`config.mk`:
```
export PLATFORM = sky130hd
export DESIGN_NAME = pse_engine
export DESIGN_NICKNAME = d
export VERILOG_FILES = /design/src/pse_pkg.sv /design/src/pse_engine.sv
export VERILOG_INCLUDE_DIRS = /design/src
export SDC_FILE = /design/constraint.sdc
export NUM_CORES = 2
export LEC_CHECK = 0
export ABC_CLOCK_PERIOD_IN_PS = 7600
export BUFFER_PORTS_ARGS = -buffer_cell sky130_fd_sc_hd__buf_4
export CAP_MARGIN = 30
export CORE_UTILIZATION = 30
export DETAILED_ROUTE_END_ITERATION = 8
export PLACE_DENSITY = 0.49
export SLEW_MARGIN = 25
export SYNTH_ARGS = -nofsm -noshare
export SYNTH_HDL_FRONTEND = slang
export SYNTH_SLANG_ARGS = --single-unit
```
`constraint.sdc`:
```
create_clock -name i_clk -period 7.6 [get_ports i_clk]
set_input_delay 0 -clock i_clk [delete_from_list [all_inputs] [get_ports i_clk]]
set_output_delay 0 -clock i_clk [all_outputs]
set_load 0.02 [all_outputs]
```
`src/pse_params.svh`:
```
// Constants for the PWM script engine: field positions, timing counts
// Assumes a 250 MHz system clock and a 32.768 kHz slow clock strobe input
`ifndef PSE_PARAMS_SVH
`define PSE_PARAMS_SVH
`define PSE_CH_NUM 3
`define PSE_FILE_DEPTH 64
`define PSE_ADDR_W 6
`define PSE_LAST_ADDR 6'h3b
`define PSE_DIV_FAST 10'h00f
`define PSE_DIV_SLOW 10'h1ff
`define PSE_TRIG_TICKS 5'h10
`define PSE_STEP_MS_MIN_X100 49
`define PSE_DUTY_MAX 8'hff
`define PSE_DUTY_MIN 8'h00
`define PSE_RAMP_DIV_BIT 14
`define PSE_RAMP_PER_HI 13
`define PSE_RAMP_PER_LO 8
`define PSE_RAMP_DIR_BIT 7
`define PSE_RAMP_CNT_HI 6
`define PSE_BR_REP_HI 12
`define PSE_BR_REP_LO 7
`define PSE_BR_ADDR_HI 5
`define PSE_TRG_WAIT_HI 12
`define PSE_TRG_WAIT_LO 7
`define PSE_TRG_SEND_HI 6
`define PSE_TRG_SEND_LO 1
`define PSE_END_REL_BIT 11
`define PSE_ADR_CTRL 4'h0
`define PSE_ADR_STAT 4'h1
`define PSE_ADR_WADDR 4'h2
`define PSE_ADR_WDATA 4'h3
`define PSE_ADR_DUTY 4'h4
`endif

```
`src/pse_pkg.sv`:
```
// Types shared by the PWM script engine
// Assumes pse_params.svh is compiled alongside
package pse_pkg;
	typedef enum logic [2:0] {
		PSE_ST_IDLE,
		PSE_ST_FETCH,
		PSE_ST_RAMP,
		PSE_ST_TRIG,
		PSE_ST_DONE
	} pse_state_e;
	typedef enum logic [2:0] {
		PSE_OP_RESTART,
		PSE_OP_LOAD,
		PSE_OP_RAMP,
		PSE_OP_BRANCH,
		PSE_OP_END,
		PSE_OP_TRIG,
		PSE_OP_BAD
	} pse_op_e;
	typedef struct packed {
		logic [7:0] duty;
		logic run;
		logic drive;
		logic done;
	} pse_chan_s;
	typedef logic [15:0] pse_word_t;
endpackage

```
`src/pse_engine.sv`:
```
// Three-channel PWM script engine with Wishbone register access
// Assumes i_slow_tick pulses once per 32.768 kHz slow clock period
// Function
// - Ramp steps by one, saturating at limits
// - Divider select chooses divide 16 or 512
// - Step period counts prescaled ticks per step
// - Ramp runs full step count despite saturation
// - Step time spans 0.49 ms to one second
// - All-zero word restarts at file start
// - Zero step period with other bits loads duty
// - Duty load copies low byte to duty register
// - Branch jumps to destination address
// - Zero repeat count loops until stop
// - Repeat count minus one gives repetitions
// - Destination above 59 performs no loop
// - End stops script and raises interrupt
// - Release bit tristates, else keeps driving
// - Stop during trigger wait suppresses end
// - Trigger takes sixteen slow clock cycles
// - Wait stalls until all selected triggers
// - Sent triggers latched until waited on
// - Wait mask bit per source channel
// - Send mask bit per destination channel
// - While running, output high when period count <= duty, else only at full duty
// - Period counter runs from ramp to end
// - Stop during ramp waits for ramp end
`timescale 1ns/1ps
`include "pse_params.svh"
module pse_engine (
	input wire logic i_clk,
	input wire logic i_reset_n,
	input wire logic i_ce,
	input wire logic i_slow_tick,
	input wire logic i_wb_cyc,
	input wire logic i_wb_stb,
	input wire logic i_wb_we,
	input wire logic [5:2] i_wb_adr,
	input wire logic [3:0] i_wb_sel,
	input wire logic [31:0] i_wb_dat,
	output logic [31:0] o_wb_dat,
	output logic o_wb_ack,
	output logic [2:0] o_pwm,
	output logic [2:0] o_pwm_oe,
	output logic o_irq
);
	localparam int N = `PSE_CH_NUM;

	function automatic pse_pkg::pse_op_e decode(input pse_pkg::pse_word_t w);
		if (w == 16'h0000)
			decode = pse_pkg::PSE_OP_RESTART;
		else if (!w[15] && w[`PSE_RAMP_PER_HI:`PSE_RAMP_PER_LO] == 6'h00)
			decode = pse_pkg::PSE_OP_LOAD;
		else if (!w[15])
			decode = pse_pkg::PSE_OP_RAMP;
		else if (w[15:13] == 3'h5)
			decode = pse_pkg::PSE_OP_BRANCH;
		else if (w[15:12] == 4'hc)
			decode = pse_pkg::PSE_OP_END;
		else if (w[15:13] == 3'h7)
			decode = pse_pkg::PSE_OP_TRIG;
		else
			decode = pse_pkg::PSE_OP_BAD;
	endfunction

	// Command files, one per channel
	logic [15:0] file_mem [N][`PSE_FILE_DEPTH];
	logic [5:0] waddr_reg, waddr_next;
	logic [1:0] wchan_reg, wchan_next;
	logic [2:0] start_req, stop_req;
	logic [5:0] start_addr_reg, start_addr_next;
	logic [2:0] irq_reg, irq_next;
	logic ack_reg, ack_next;
	logic [31:0] rdat_reg, rdat_next;

	// Per channel state
	pse_pkg::pse_state_e st_reg [N], st_next [N];
	logic [5:0] pc_reg [N], pc_next [N];
	logic [7:0] duty_reg [N], duty_next [N];
	logic [7:0] per_reg [N], per_next [N];
	logic run_reg [N], run_next [N];
	logic oe_reg [N], oe_next [N];
	logic [9:0] pre_reg [N], pre_next [N];
	logic [5:0] tick_reg [N], tick_next [N];
	logic [6:0] steps_reg [N], steps_next [N];
	logic [5:0] loop_reg [N], loop_next [N];
	logic loop_act_reg [N], loop_act_next [N];
	logic [4:0] tcnt_reg [N], tcnt_next [N];
	logic [2:0] trig_reg [N], trig_next [N];
	logic stop_pend_reg [N], stop_pend_next [N];
	logic [15:0] cmd_reg [N], cmd_next [N];
	logic [2:0] send_vec [N];

	wire bus_req = i_wb_cyc && i_wb_stb && !ack_reg;
	wire bus_wr = bus_req && i_wb_we && i_wb_sel[0];

	// Bus decode: ctrl writes start/stop strobes, one cycle answer
	always_comb
	begin
		waddr_next = waddr_reg;
		wchan_next = wchan_reg;
		start_addr_next = start_addr_reg;
		ack_next = bus_req;
		rdat_next = rdat_reg;
		start_req = 3'h0;
		stop_req = 3'h0;
		if (bus_wr && i_wb_adr == `PSE_ADR_WADDR)
		begin
			waddr_next = i_wb_dat[5:0];
			wchan_next = i_wb_dat[9:8];
		end
		if (bus_wr && i_wb_adr == `PSE_ADR_CTRL)
		begin
			start_req = i_wb_dat[2:0];
			stop_req = i_wb_dat[6:4];
			start_addr_next = i_wb_dat[13:8];
		end
		if (bus_req && !i_wb_we)
		begin
			case (i_wb_adr)
				`PSE_ADR_STAT:
					rdat_next = {22'h0, oe_reg[2], oe_reg[1], oe_reg[0],
						run_reg[2], run_reg[1], run_reg[0],
						1'b0, irq_reg};
				`PSE_ADR_WADDR:
					rdat_next = {22'h0, wchan_reg, 2'h0, waddr_reg};
				`PSE_ADR_WDATA:
					// Channel index 3 has no file; read it as zero
					rdat_next = (wchan_reg < 2'h3) ? {16'h0,
						file_mem[wchan_reg][waddr_reg]} : 32'h0;
				`PSE_ADR_DUTY:
					rdat_next = {8'h0, duty_reg[2], duty_reg[1],
						duty_reg[0]};
				default:
					rdat_next = 32'h0;
			endcase
		end
	end

	// Interrupt sticky bits: set wins over write-one-to-clear
	always_comb
	begin
		irq_next = irq_reg;
		if (bus_wr && i_wb_adr == `PSE_ADR_STAT)
			irq_next = irq_reg & ~i_wb_dat[2:0];
		for (int c = 0; c < N; c++)
			if (st_reg[c] == pse_pkg::PSE_ST_DONE)
				irq_next[c] = 1'b1;
	end

	// Triggers sent by every channel this cycle, per destination
	always_comb
	begin
		for (int d = 0; d < N; d++)
		begin
			send_vec[d] = 3'h0;
			for (int s = 0; s < N; s++)
				if (st_reg[s] == pse_pkg::PSE_ST_TRIG
					&& tcnt_reg[s] == 5'h01 && i_slow_tick
					&& cmd_reg[s][`PSE_TRG_SEND_LO + d])
					send_vec[d][s] = 1'b1;
		end
	end

	always_comb
	begin
		for (int c = 0; c < N; c++)
		begin
			logic [15:0] w;
			logic [5:0] waitm;
			logic slow_now;
			w = file_mem[c][pc_reg[c]];
			waitm = cmd_reg[c][`PSE_TRG_WAIT_HI:`PSE_TRG_WAIT_LO];
			slow_now = 1'b0;
			st_next[c] = st_reg[c];
			pc_next[c] = pc_reg[c];
			duty_next[c] = duty_reg[c];
			per_next[c] = per_reg[c];
			run_next[c] = run_reg[c];
			oe_next[c] = oe_reg[c];
			pre_next[c] = pre_reg[c];
			tick_next[c] = tick_reg[c];
			steps_next[c] = steps_reg[c];
			loop_next[c] = loop_reg[c];
			loop_act_next[c] = loop_act_reg[c];
			tcnt_next[c] = tcnt_reg[c];
			cmd_next[c] = cmd_reg[c];
			stop_pend_next[c] = stop_pend_reg[c] | stop_req[c];
			trig_next[c] = trig_reg[c] | send_vec[c];
			if (run_reg[c])
				per_next[c] = per_reg[c] + 8'h01;
			case (st_reg[c])
				pse_pkg::PSE_ST_IDLE:
				begin
					stop_pend_next[c] = 1'b0;
					if (start_req[c])
					begin
						pc_next[c] = start_addr_reg;
						loop_act_next[c] = 1'b0;
						oe_next[c] = 1'b1;
						st_next[c] = pse_pkg::PSE_ST_FETCH;
					end
				end
				pse_pkg::PSE_ST_FETCH:
				begin
					cmd_next[c] = w;
					pc_next[c] = pc_reg[c] + 6'h01;
					if (stop_pend_reg[c] || stop_req[c])
						st_next[c] = pse_pkg::PSE_ST_IDLE;
					else
						case (decode(w))
							pse_pkg::PSE_OP_RESTART:
								pc_next[c] = 6'h00;
							pse_pkg::PSE_OP_LOAD:
								duty_next[c] = w[7:0];
							pse_pkg::PSE_OP_RAMP:
							begin
								steps_next[c] = w[`PSE_RAMP_CNT_HI:0];
								tick_next[c] = 6'h00;
								pre_next[c] = 10'h000;
								if (!run_reg[c])
									per_next[c] = 8'h00;
								run_next[c] = 1'b1;
								if (w[`PSE_RAMP_CNT_HI:0] != 7'h00)
									st_next[c] = pse_pkg::PSE_ST_RAMP;
							end
							pse_pkg::PSE_OP_BRANCH:
							begin
								if (w[`PSE_BR_ADDR_HI:0] > `PSE_LAST_ADDR)
									pc_next[c] = pc_reg[c] + 6'h01;
								else if (w[`PSE_BR_REP_HI:`PSE_BR_REP_LO]
									== 6'h00)
									pc_next[c] = w[`PSE_BR_ADDR_HI:0];
								else if (!loop_act_reg[c])
								begin
									// Count minus one remaining passes
									loop_next[c] =
										w[`PSE_BR_REP_HI:`PSE_BR_REP_LO]
										- 6'h01;
									loop_act_next[c] =
										w[`PSE_BR_REP_HI:`PSE_BR_REP_LO]
										!= 6'h01;
									if (w[`PSE_BR_REP_HI:`PSE_BR_REP_LO]
										!= 6'h01)
										pc_next[c] = w[`PSE_BR_ADDR_HI:0];
								end
								else if (loop_reg[c] > 6'h01)
								begin
									loop_next[c] = loop_reg[c] - 6'h01;
									pc_next[c] = w[`PSE_BR_ADDR_HI:0];
								end
								else
									loop_act_next[c] = 1'b0;
							end
							pse_pkg::PSE_OP_END:
							begin
								run_next[c] = 1'b0;
								oe_next[c] = !w[`PSE_END_REL_BIT];
								st_next[c] = pse_pkg::PSE_ST_DONE;
							end
							pse_pkg::PSE_OP_TRIG:
							begin
								tcnt_next[c] = `PSE_TRIG_TICKS;
								st_next[c] = pse_pkg::PSE_ST_TRIG;
							end
							default:
								st_next[c] = pse_pkg::PSE_ST_FETCH;
						endcase
				end
				pse_pkg::PSE_ST_RAMP:
				if (i_slow_tick)
				begin
					// Divider select picks 16 or 512
					if (pre_reg[c] == (cmd_reg[c][`PSE_RAMP_DIV_BIT]
						? `PSE_DIV_SLOW : `PSE_DIV_FAST))
					begin
						pre_next[c] = 10'h000;
						slow_now = 1'b1;
					end
					else
						pre_next[c] = pre_reg[c] + 10'h001;
					if (slow_now)
					begin
						if (tick_reg[c] + 6'h01 ==
							cmd_reg[c][`PSE_RAMP_PER_HI:`PSE_RAMP_PER_LO])
						begin
							tick_next[c] = 6'h00;
							if (!cmd_reg[c][`PSE_RAMP_DIR_BIT])
							begin
								if (duty_reg[c] != `PSE_DUTY_MAX)
									duty_next[c] = duty_reg[c] + 8'h01;
							end
							else if (duty_reg[c] != `PSE_DUTY_MIN)
								duty_next[c] = duty_reg[c] - 8'h01;
							steps_next[c] = steps_reg[c] - 7'h01;
							if (steps_reg[c] == 7'h01)
								st_next[c] = pse_pkg::PSE_ST_FETCH;
						end
						else
							tick_next[c] = tick_reg[c] + 6'h01;
					end
				end
				pse_pkg::PSE_ST_TRIG:
				begin
					if (i_slow_tick && tcnt_reg[c] != 5'h00)
						tcnt_next[c] = tcnt_reg[c] - 5'h01;
					if (stop_pend_reg[c] || stop_req[c])
						st_next[c] = pse_pkg::PSE_ST_IDLE;
					else if (tcnt_reg[c] == 5'h00
						&& (trig_reg[c] & waitm[2:0]) == waitm[2:0])
					begin
						trig_next[c] = (trig_reg[c] & ~waitm[2:0])
							| send_vec[c];
						st_next[c] = pse_pkg::PSE_ST_FETCH;
					end
				end
				pse_pkg::PSE_ST_DONE:
					st_next[c] = pse_pkg::PSE_ST_IDLE;
				default:
					st_next[c] = pse_pkg::PSE_ST_IDLE;
			endcase
		end
	end

	always_ff @(posedge i_clk)
	begin
		if (!i_reset_n)
		begin
			waddr_reg <= 6'h00;
			wchan_reg <= 2'h0;
			start_addr_reg <= 6'h00;
			irq_reg <= 3'h0;
			ack_reg <= 1'b0;
			rdat_reg <= 32'h0;
			for (int c = 0; c < N; c++)
			begin
				st_reg[c] <= pse_pkg::PSE_ST_IDLE;
				pc_reg[c] <= 6'h00;
				duty_reg[c] <= 8'h00;
				per_reg[c] <= 8'h00;
				run_reg[c] <= 1'b0;
				oe_reg[c] <= 1'b0;
				pre_reg[c] <= 10'h000;
				tick_reg[c] <= 6'h00;
				steps_reg[c] <= 7'h00;
				loop_reg[c] <= 6'h00;
				loop_act_reg[c] <= 1'b0;
				tcnt_reg[c] <= 5'h00;
				trig_reg[c] <= 3'h0;
				stop_pend_reg[c] <= 1'b0;
				cmd_reg[c] <= 16'h0000;
			end
		end
		else if (i_ce)
		begin
			waddr_reg <= waddr_next;
			wchan_reg <= wchan_next;
			start_addr_reg <= start_addr_next;
			irq_reg <= irq_next;
			ack_reg <= ack_next;
			rdat_reg <= rdat_next;
			for (int c = 0; c < N; c++)
			begin
				st_reg[c] <= st_next[c];
				pc_reg[c] <= pc_next[c];
				duty_reg[c] <= duty_next[c];
				per_reg[c] <= per_next[c];
				run_reg[c] <= run_next[c];
				oe_reg[c] <= oe_next[c];
				pre_reg[c] <= pre_next[c];
				tick_reg[c] <= tick_next[c];
				steps_reg[c] <= steps_next[c];
				loop_reg[c] <= loop_next[c];
				loop_act_reg[c] <= loop_act_next[c];
				tcnt_reg[c] <= tcnt_next[c];
				trig_reg[c] <= trig_next[c];
				stop_pend_reg[c] <= stop_pend_next[c];
				cmd_reg[c] <= cmd_next[c];
			end
		end
	end

	// File memory has no reset; contents belong to the host
	always_ff @(posedge i_clk)
	begin
		if (i_ce && bus_wr && i_wb_adr == `PSE_ADR_WDATA && wchan_reg < 2'h3)
			file_mem[wchan_reg][waddr_reg] <= i_wb_dat[15:0];
	end

	// Output drive: registered compare result
	logic [2:0] pwm_reg;
	always_ff @(posedge i_clk)
	begin
		if (!i_reset_n)
			pwm_reg <= 3'h0;
		else if (i_ce)
			for (int c = 0; c < N; c++)
				pwm_reg[c] <= run_next[c] ? (per_next[c] <= duty_next[c])
					: (duty_next[c] == `PSE_DUTY_MAX);
	end

	assign o_pwm = pwm_reg;
	assign o_pwm_oe = {oe_reg[2], oe_reg[1], oe_reg[0]};
	assign o_irq = |irq_reg;
	assign o_wb_ack = ack_reg;
	assign o_wb_dat = rdat_reg;
endmodule

```
After elaboration in Yosys (flattened, before gate mapping)
Memories as Yosys holds them, arrays and structs flattened. A register that Yosys moved wholly into a read port is not among the register bits.
Index checks and enable logic that the tools add are counted.
- output and inout bits: 40
- bits in writable memories: 3318
- input bits: 47
- memories kept: 16
- word-level logic and storage cells: 660
- register bits after elaboration: 53
- multiplexer cells: 369
- $add $sub $neg: 30
- reduce and logical (&&, ||, !) cells: 88
- magnitude comparators: 15
- bitwise gates (word level): 69
- eq/ne operators: 64
- memory list (name ; depth ; bits a word ; read ports ; clocked after memory_dff ; write ports ; RTL line ; text):
    file_mem ; 3 ; 1024 ; 4 ; 1 ; 1 ; pse_engine.sv:66 ; logic [15:0] file_mem [N][`PSE_FILE_DEPTH];
    cmd_reg ; 3 ; 16 ; 3 ; 0 ; 3 ; pse_engine.sv:90 ; logic [15:0] cmd_reg [N], cmd_next [N];
    pre_reg ; 3 ; 10 ; 3 ; 0 ; 3 ; pse_engine.sv:82 ; logic [9:0] pre_reg [N], pre_next [N];
    duty_reg ; 3 ; 8 ; 3 ; 0 ; 3 ; pse_engine.sv:78 ; logic [7:0] duty_reg [N], duty_next [N];
    per_reg ; 3 ; 8 ; 3 ; 0 ; 3 ; pse_engine.sv:79 ; logic [7:0] per_reg [N], per_next [N];
    steps_reg ; 3 ; 7 ; 3 ; 0 ; 3 ; pse_engine.sv:84 ; logic [6:0] steps_reg [N], steps_next [N];
    +10 memories ; -- ; -- ; -- ; -- ; -- ; -- ;
- operators by type and width (cell ; number):
    $mux 1024 ; 1
    $mux 6 ; 66
    $bmux 16 s6 ; 4
    $mux 8 ; 45
    $mux 16 ; 16
    $mux 3 ; 63
    $mux 10 ; 15
    $mux 7 ; 18
    $pmux 6 s2 ; 9
    $demux 16 s6 ; 1
    $pmux 24 s4 ; 1
    $mux 1 ; 80
    $pmux 3 s4 ; 6
    $mux 5 ; 12
    $pmux 10 s2 ; 3
    $add 8x1->8 const B ; 6
    $logic_not 16->1 ; 3
    $or 1x1->1 ; 48
    $pmux 8 s2 ; 3
    $eq 3x3->1 const B ; 15
    $pmux 7 s2 ; 3
    $add 6x1->6 const B ; 6
    $eq 3x2->1 const B ; 12
    $logic_and 1x1->1 ; 36
    other kinds (44) ; 163

Logic depth before layout (Yosys ltp)
An unclocked memory read counts as a cell.
- depth in word-level cells: 20
- gate-level depth with buffers: 27
- mapped depth without buffers: 19

Worst setup path before layout
No wires, ideal clock.
- path type: reg-to-reg
- start point: mem pc_reg[0][0]
- end point: reg pwm_reg[0] (netlist: o_pwm[0])
- library setup time: 0.120 ns
- path buffers: 6
- data arrival time: 5.293 ns
- setup slack: 2.187 ns
- clock period less this slack: 5.413 ns
- required time: 7.480 ns
- cell stages (with the launch flop): 24
- cell sequence: edfxtp_1 -> buf_2 -> buf_2 -> buf_4 -> buf_4 -> buf_2 -> buf_2 -> mux2i_1 -> o22ai_1 -> o31ai_1 -> o21ai_0 -> a22oi_1 -> nand4_1 -> a211oi_2 -> nand2_1 -> mux2_2 -> a221oi_1 -> ha_1 -> and4_1 -> nand4_1 -> o21ai_0 -> a211o_1 -> o2111a_1 -> a211o_1
- RTL lines (what ; RTL line ; text):
    start, declared ; pse_engine.sv:77 ; logic [5:0] pc_reg [N], pc_next [N];
    end signal, assigned by index ; pse_engine.sv:397 ; pwm_reg[c] <= run_next[c] ? (per_next[c] <= duty_next[c])
    end, declared ; pse_engine.sv:390 ; logic [2:0] pwm_reg;

==> flow_summary_export.csv <==
group,metric,value,unit
setup_path,critPathKind,"reg2reg",
setup_path,endpoint_kind,"register",
outcome,outcome,"finished, final reports clean",
die,rows,297,
yosys,synth-xor-area-share,0.6386,%
yosys,async_reset_ff_share,0,%
placed_design,port-buffer-count,59,
clocking,cts_tree,"done",
yosys,muxShareOfSynthArea,21.82,%
sta,maxSlewHeadroom,18.79,%
sta,rsz0062_at_grt,"false",
pwr,vdd_drop_max,213.8,uV
finish,final_cell_mix,"edfxtp_1, mux4_2, conb_1",
yosys,ys_seq_elements,4374,
run,cap_violations,0,
clocking,h-tree-depth,5,
sta,min_period,7.176,ns
detailed_routing,drt-initial-drc-count,21566,
die,coreArea,654000,um2
global_route,grt_pass1_wl,1114000,um
placed_design,dpl.hpwl,568600,um
yosys,yosys.area_share.simple,3.745,%
clocking,cts-root-buf,"clkbuf_16",
sta,tightest_slew,1.218,ns
pwr,power_density,246.6,nW/um2
detailed_routing,via_per_inst,5.864,
yosys,synth-compound-area-share,4.940,%
detailed_routing,wl_per_cell,40.57,um
clocking,clkTransAtPathRegs,0.06,ns
pwr,power,57.36,mW
yosys,synth_area,196900,um2
global_route,grt_pass1_vias,117181,
die,die_h,812.1,um
yosys,synth_top_area_cell,"edfxtp_1",
global_route,grt.overflow.total,0,
sta,fin_setup_tns,0,ns
yosys,ys_types,106,
yosys,yosysWarnings,0,
finish,drive_gt1_share,29.27,%
global_route,grt_antenna_before_repair,82,
detailed_routing,drc,0,
clocking,cts_sinks,4374,
finish,largest_reg_flops,4096,
global_route,grt_max_degree,148,
sta,period_share,94.42,%
pwr,p_leak,72.72,nW
placed_design,gp_congestion,0.9766,
finish,final_nets,11974,
yosys,yosys-top-cells-area,"edfxtp_1, mux4_2, a22oi_1",
die,dieArea,659600,um2
setup_path,cp.arrival,8.15,ns
detailed_routing,wirelength,850400,um
yosys,synth-adder-area-share,0.4563,%
die,pin_count,87,
die,start_util,30.11,%
sta,finalSetupViolCount,0,
setup_path,critPathMaxFanout,17,
clocking,postCtsHoldBufs,51,
hold_path,hp-class,"in2reg",
sta,clock_skew,0.1092,ns
yosys,ys_seq_area_share,66.47,%
setup_path,crit_required,8.58,ns
clocking,post_cts_buffers,0,
yosys,yosys.area.top_type_share,65.99,%
setup_path,critPathLaunchType,"register",
sta,slew_viol_final,0,
clocking,ctsResizeCount,0,
yosys,ys.flop_type,"edfxtp_1",
global_route,grt_usage,25.06,%
finish,final_common_cell,"edfxtp_1",
finish,syn_to_final_growth,18.15,%
sta,hold_viol_final,0,
yosys,syn_inst,10297,
sta,fmax,0.1394,GHz
yosys,syn-mean-instance-area,19.12,um2
clocking,insertion_delay,1.12,ns
yosys,synth_top_family_by_area,"multiplexers",
clocking,cts_inserted_buffers,465,
detailed_routing,ant_nets,0,
detailed_routing,dr.pass1.iters,8,
yosys,synth-edff-count,4327,
clocking,clockBufferDepth,4,
die,dieWidth,812.1,um
detailed_routing,vias,122908,
finish,fillers,61283,
==> final timing paths <==
path                                    start          endpoint  slack, ns  depth (start not counted)
worst max-delay path            pc_reg[0][14]          o_pwm[2]       0.42                         20
worst min-delay path              i_wb_dat[1]  file_mem[2][417]       0.09                          2
worst max register to register  pc_reg[0][14]          o_pwm[2]       0.42                         20
worst min register to register   o_wb_dat[17]      o_wb_dat[17]       0.47                          2
==> cells in the mapped netlist, types with 78 or more instances <==
master and count:
buf_1 166, a22oi_1 654, a21oi_1 158, nand4_1 154, edfxtp_1 4327, inv_1 96, nor3_1 100, o21ai_0 98
nand3_1 104, buf_2 78, mux2i_1 178, nand2_1 314, nor2_1 516, clkbuf_1 408, mux4_2 1811
==> cell type report <==
class                           instances  area (um2)  share of cell area [%]
Sequential cell                      4374      130900                   56.26
Multi-Input combinational cell       6110       67080                   28.84
Antenna cell                           44       110.1                 0.04733
Timing Repair Buffer                  804        7964                   3.423
Clock inverter                        310        3327                   1.430
Tap cell                             8671       10850                   4.664
Clock buffer                          547       12030                   5.170
Inverter                              101       392.9                  0.1689
==> per-layer routing <==
metal  GRT usage (%)  share of wire (%)  vias to the layer above
met5               0              0.021                        -
met4           12.97                6.3                       24
met3           7.281                 12                     1605
met2           37.10                 43                     8660
met1           33.49                 38                    66331
li1                -                  -                    46288
==> power by group <==
group          total [mW]  switching, mW  internal (mW)
sequential           27.5          0.317           27.2
clock                23.4           10.3           13.1
combinational        6.42           4.53           1.89
total                57.4           15.2           42.2
==> critical path: stages, from the launching register on <==
cell and delay [ns]:
edfxtp_1 0.90, buf_4 0.52, mux4_2 0.44, nor3b_1 0.73
o31ai_1 0.21, buf_4 0.22, a22o_1 0.24, a2111o_1 0.39
or4_1 0.85, nor3_2 0.31, nor3b_4 0.12, mux2_2 0.29
a221oi_1 0.37, ha_1 0.21, a21o_1 0.11, a21o_1 0.11
a21oi_1 0.08, nor2b_1 0.13, and4_1 0.19, o41ai_1 0.44
o211ai_2 0.14
==> per-stage QoR <==
step | cell area (um2) | hold WS (ns) | setup WS (ns) | std cells | utilization, %
2_1_floorplan | 200800 | 0.09887 | 2.187 | 11328 | -
3_3_place_gp | 215700 | 0.3943 | 0.5410 | 19961 | 32.98
3_5_place_dp | 216400 | 0.4016 | 0.7045 | 19993 | 33.09
4_1_cts | 232300 | 0.01320 | 0.7234 | 20901 | 35.52
5_1_grt | 232500 | 0.08472 | 0.4515 | 20927 | 35.56
6_report | 232600 | 0.08933 | 0.4244 | 20961 | 35.57
==> kinds of logic (layout without fill, tap and decap cells) <==
group           Yosys count  count (layout)
buf+inv                 844            1762
simple gates           1510            1510
flops                  4374            4374
mux                    2018            2018
xor+xnor                132             132
fa+ha+maj                72              72
other cells               1            1076
compound gates         1346            1346
(Power assumes the default switching activity.)
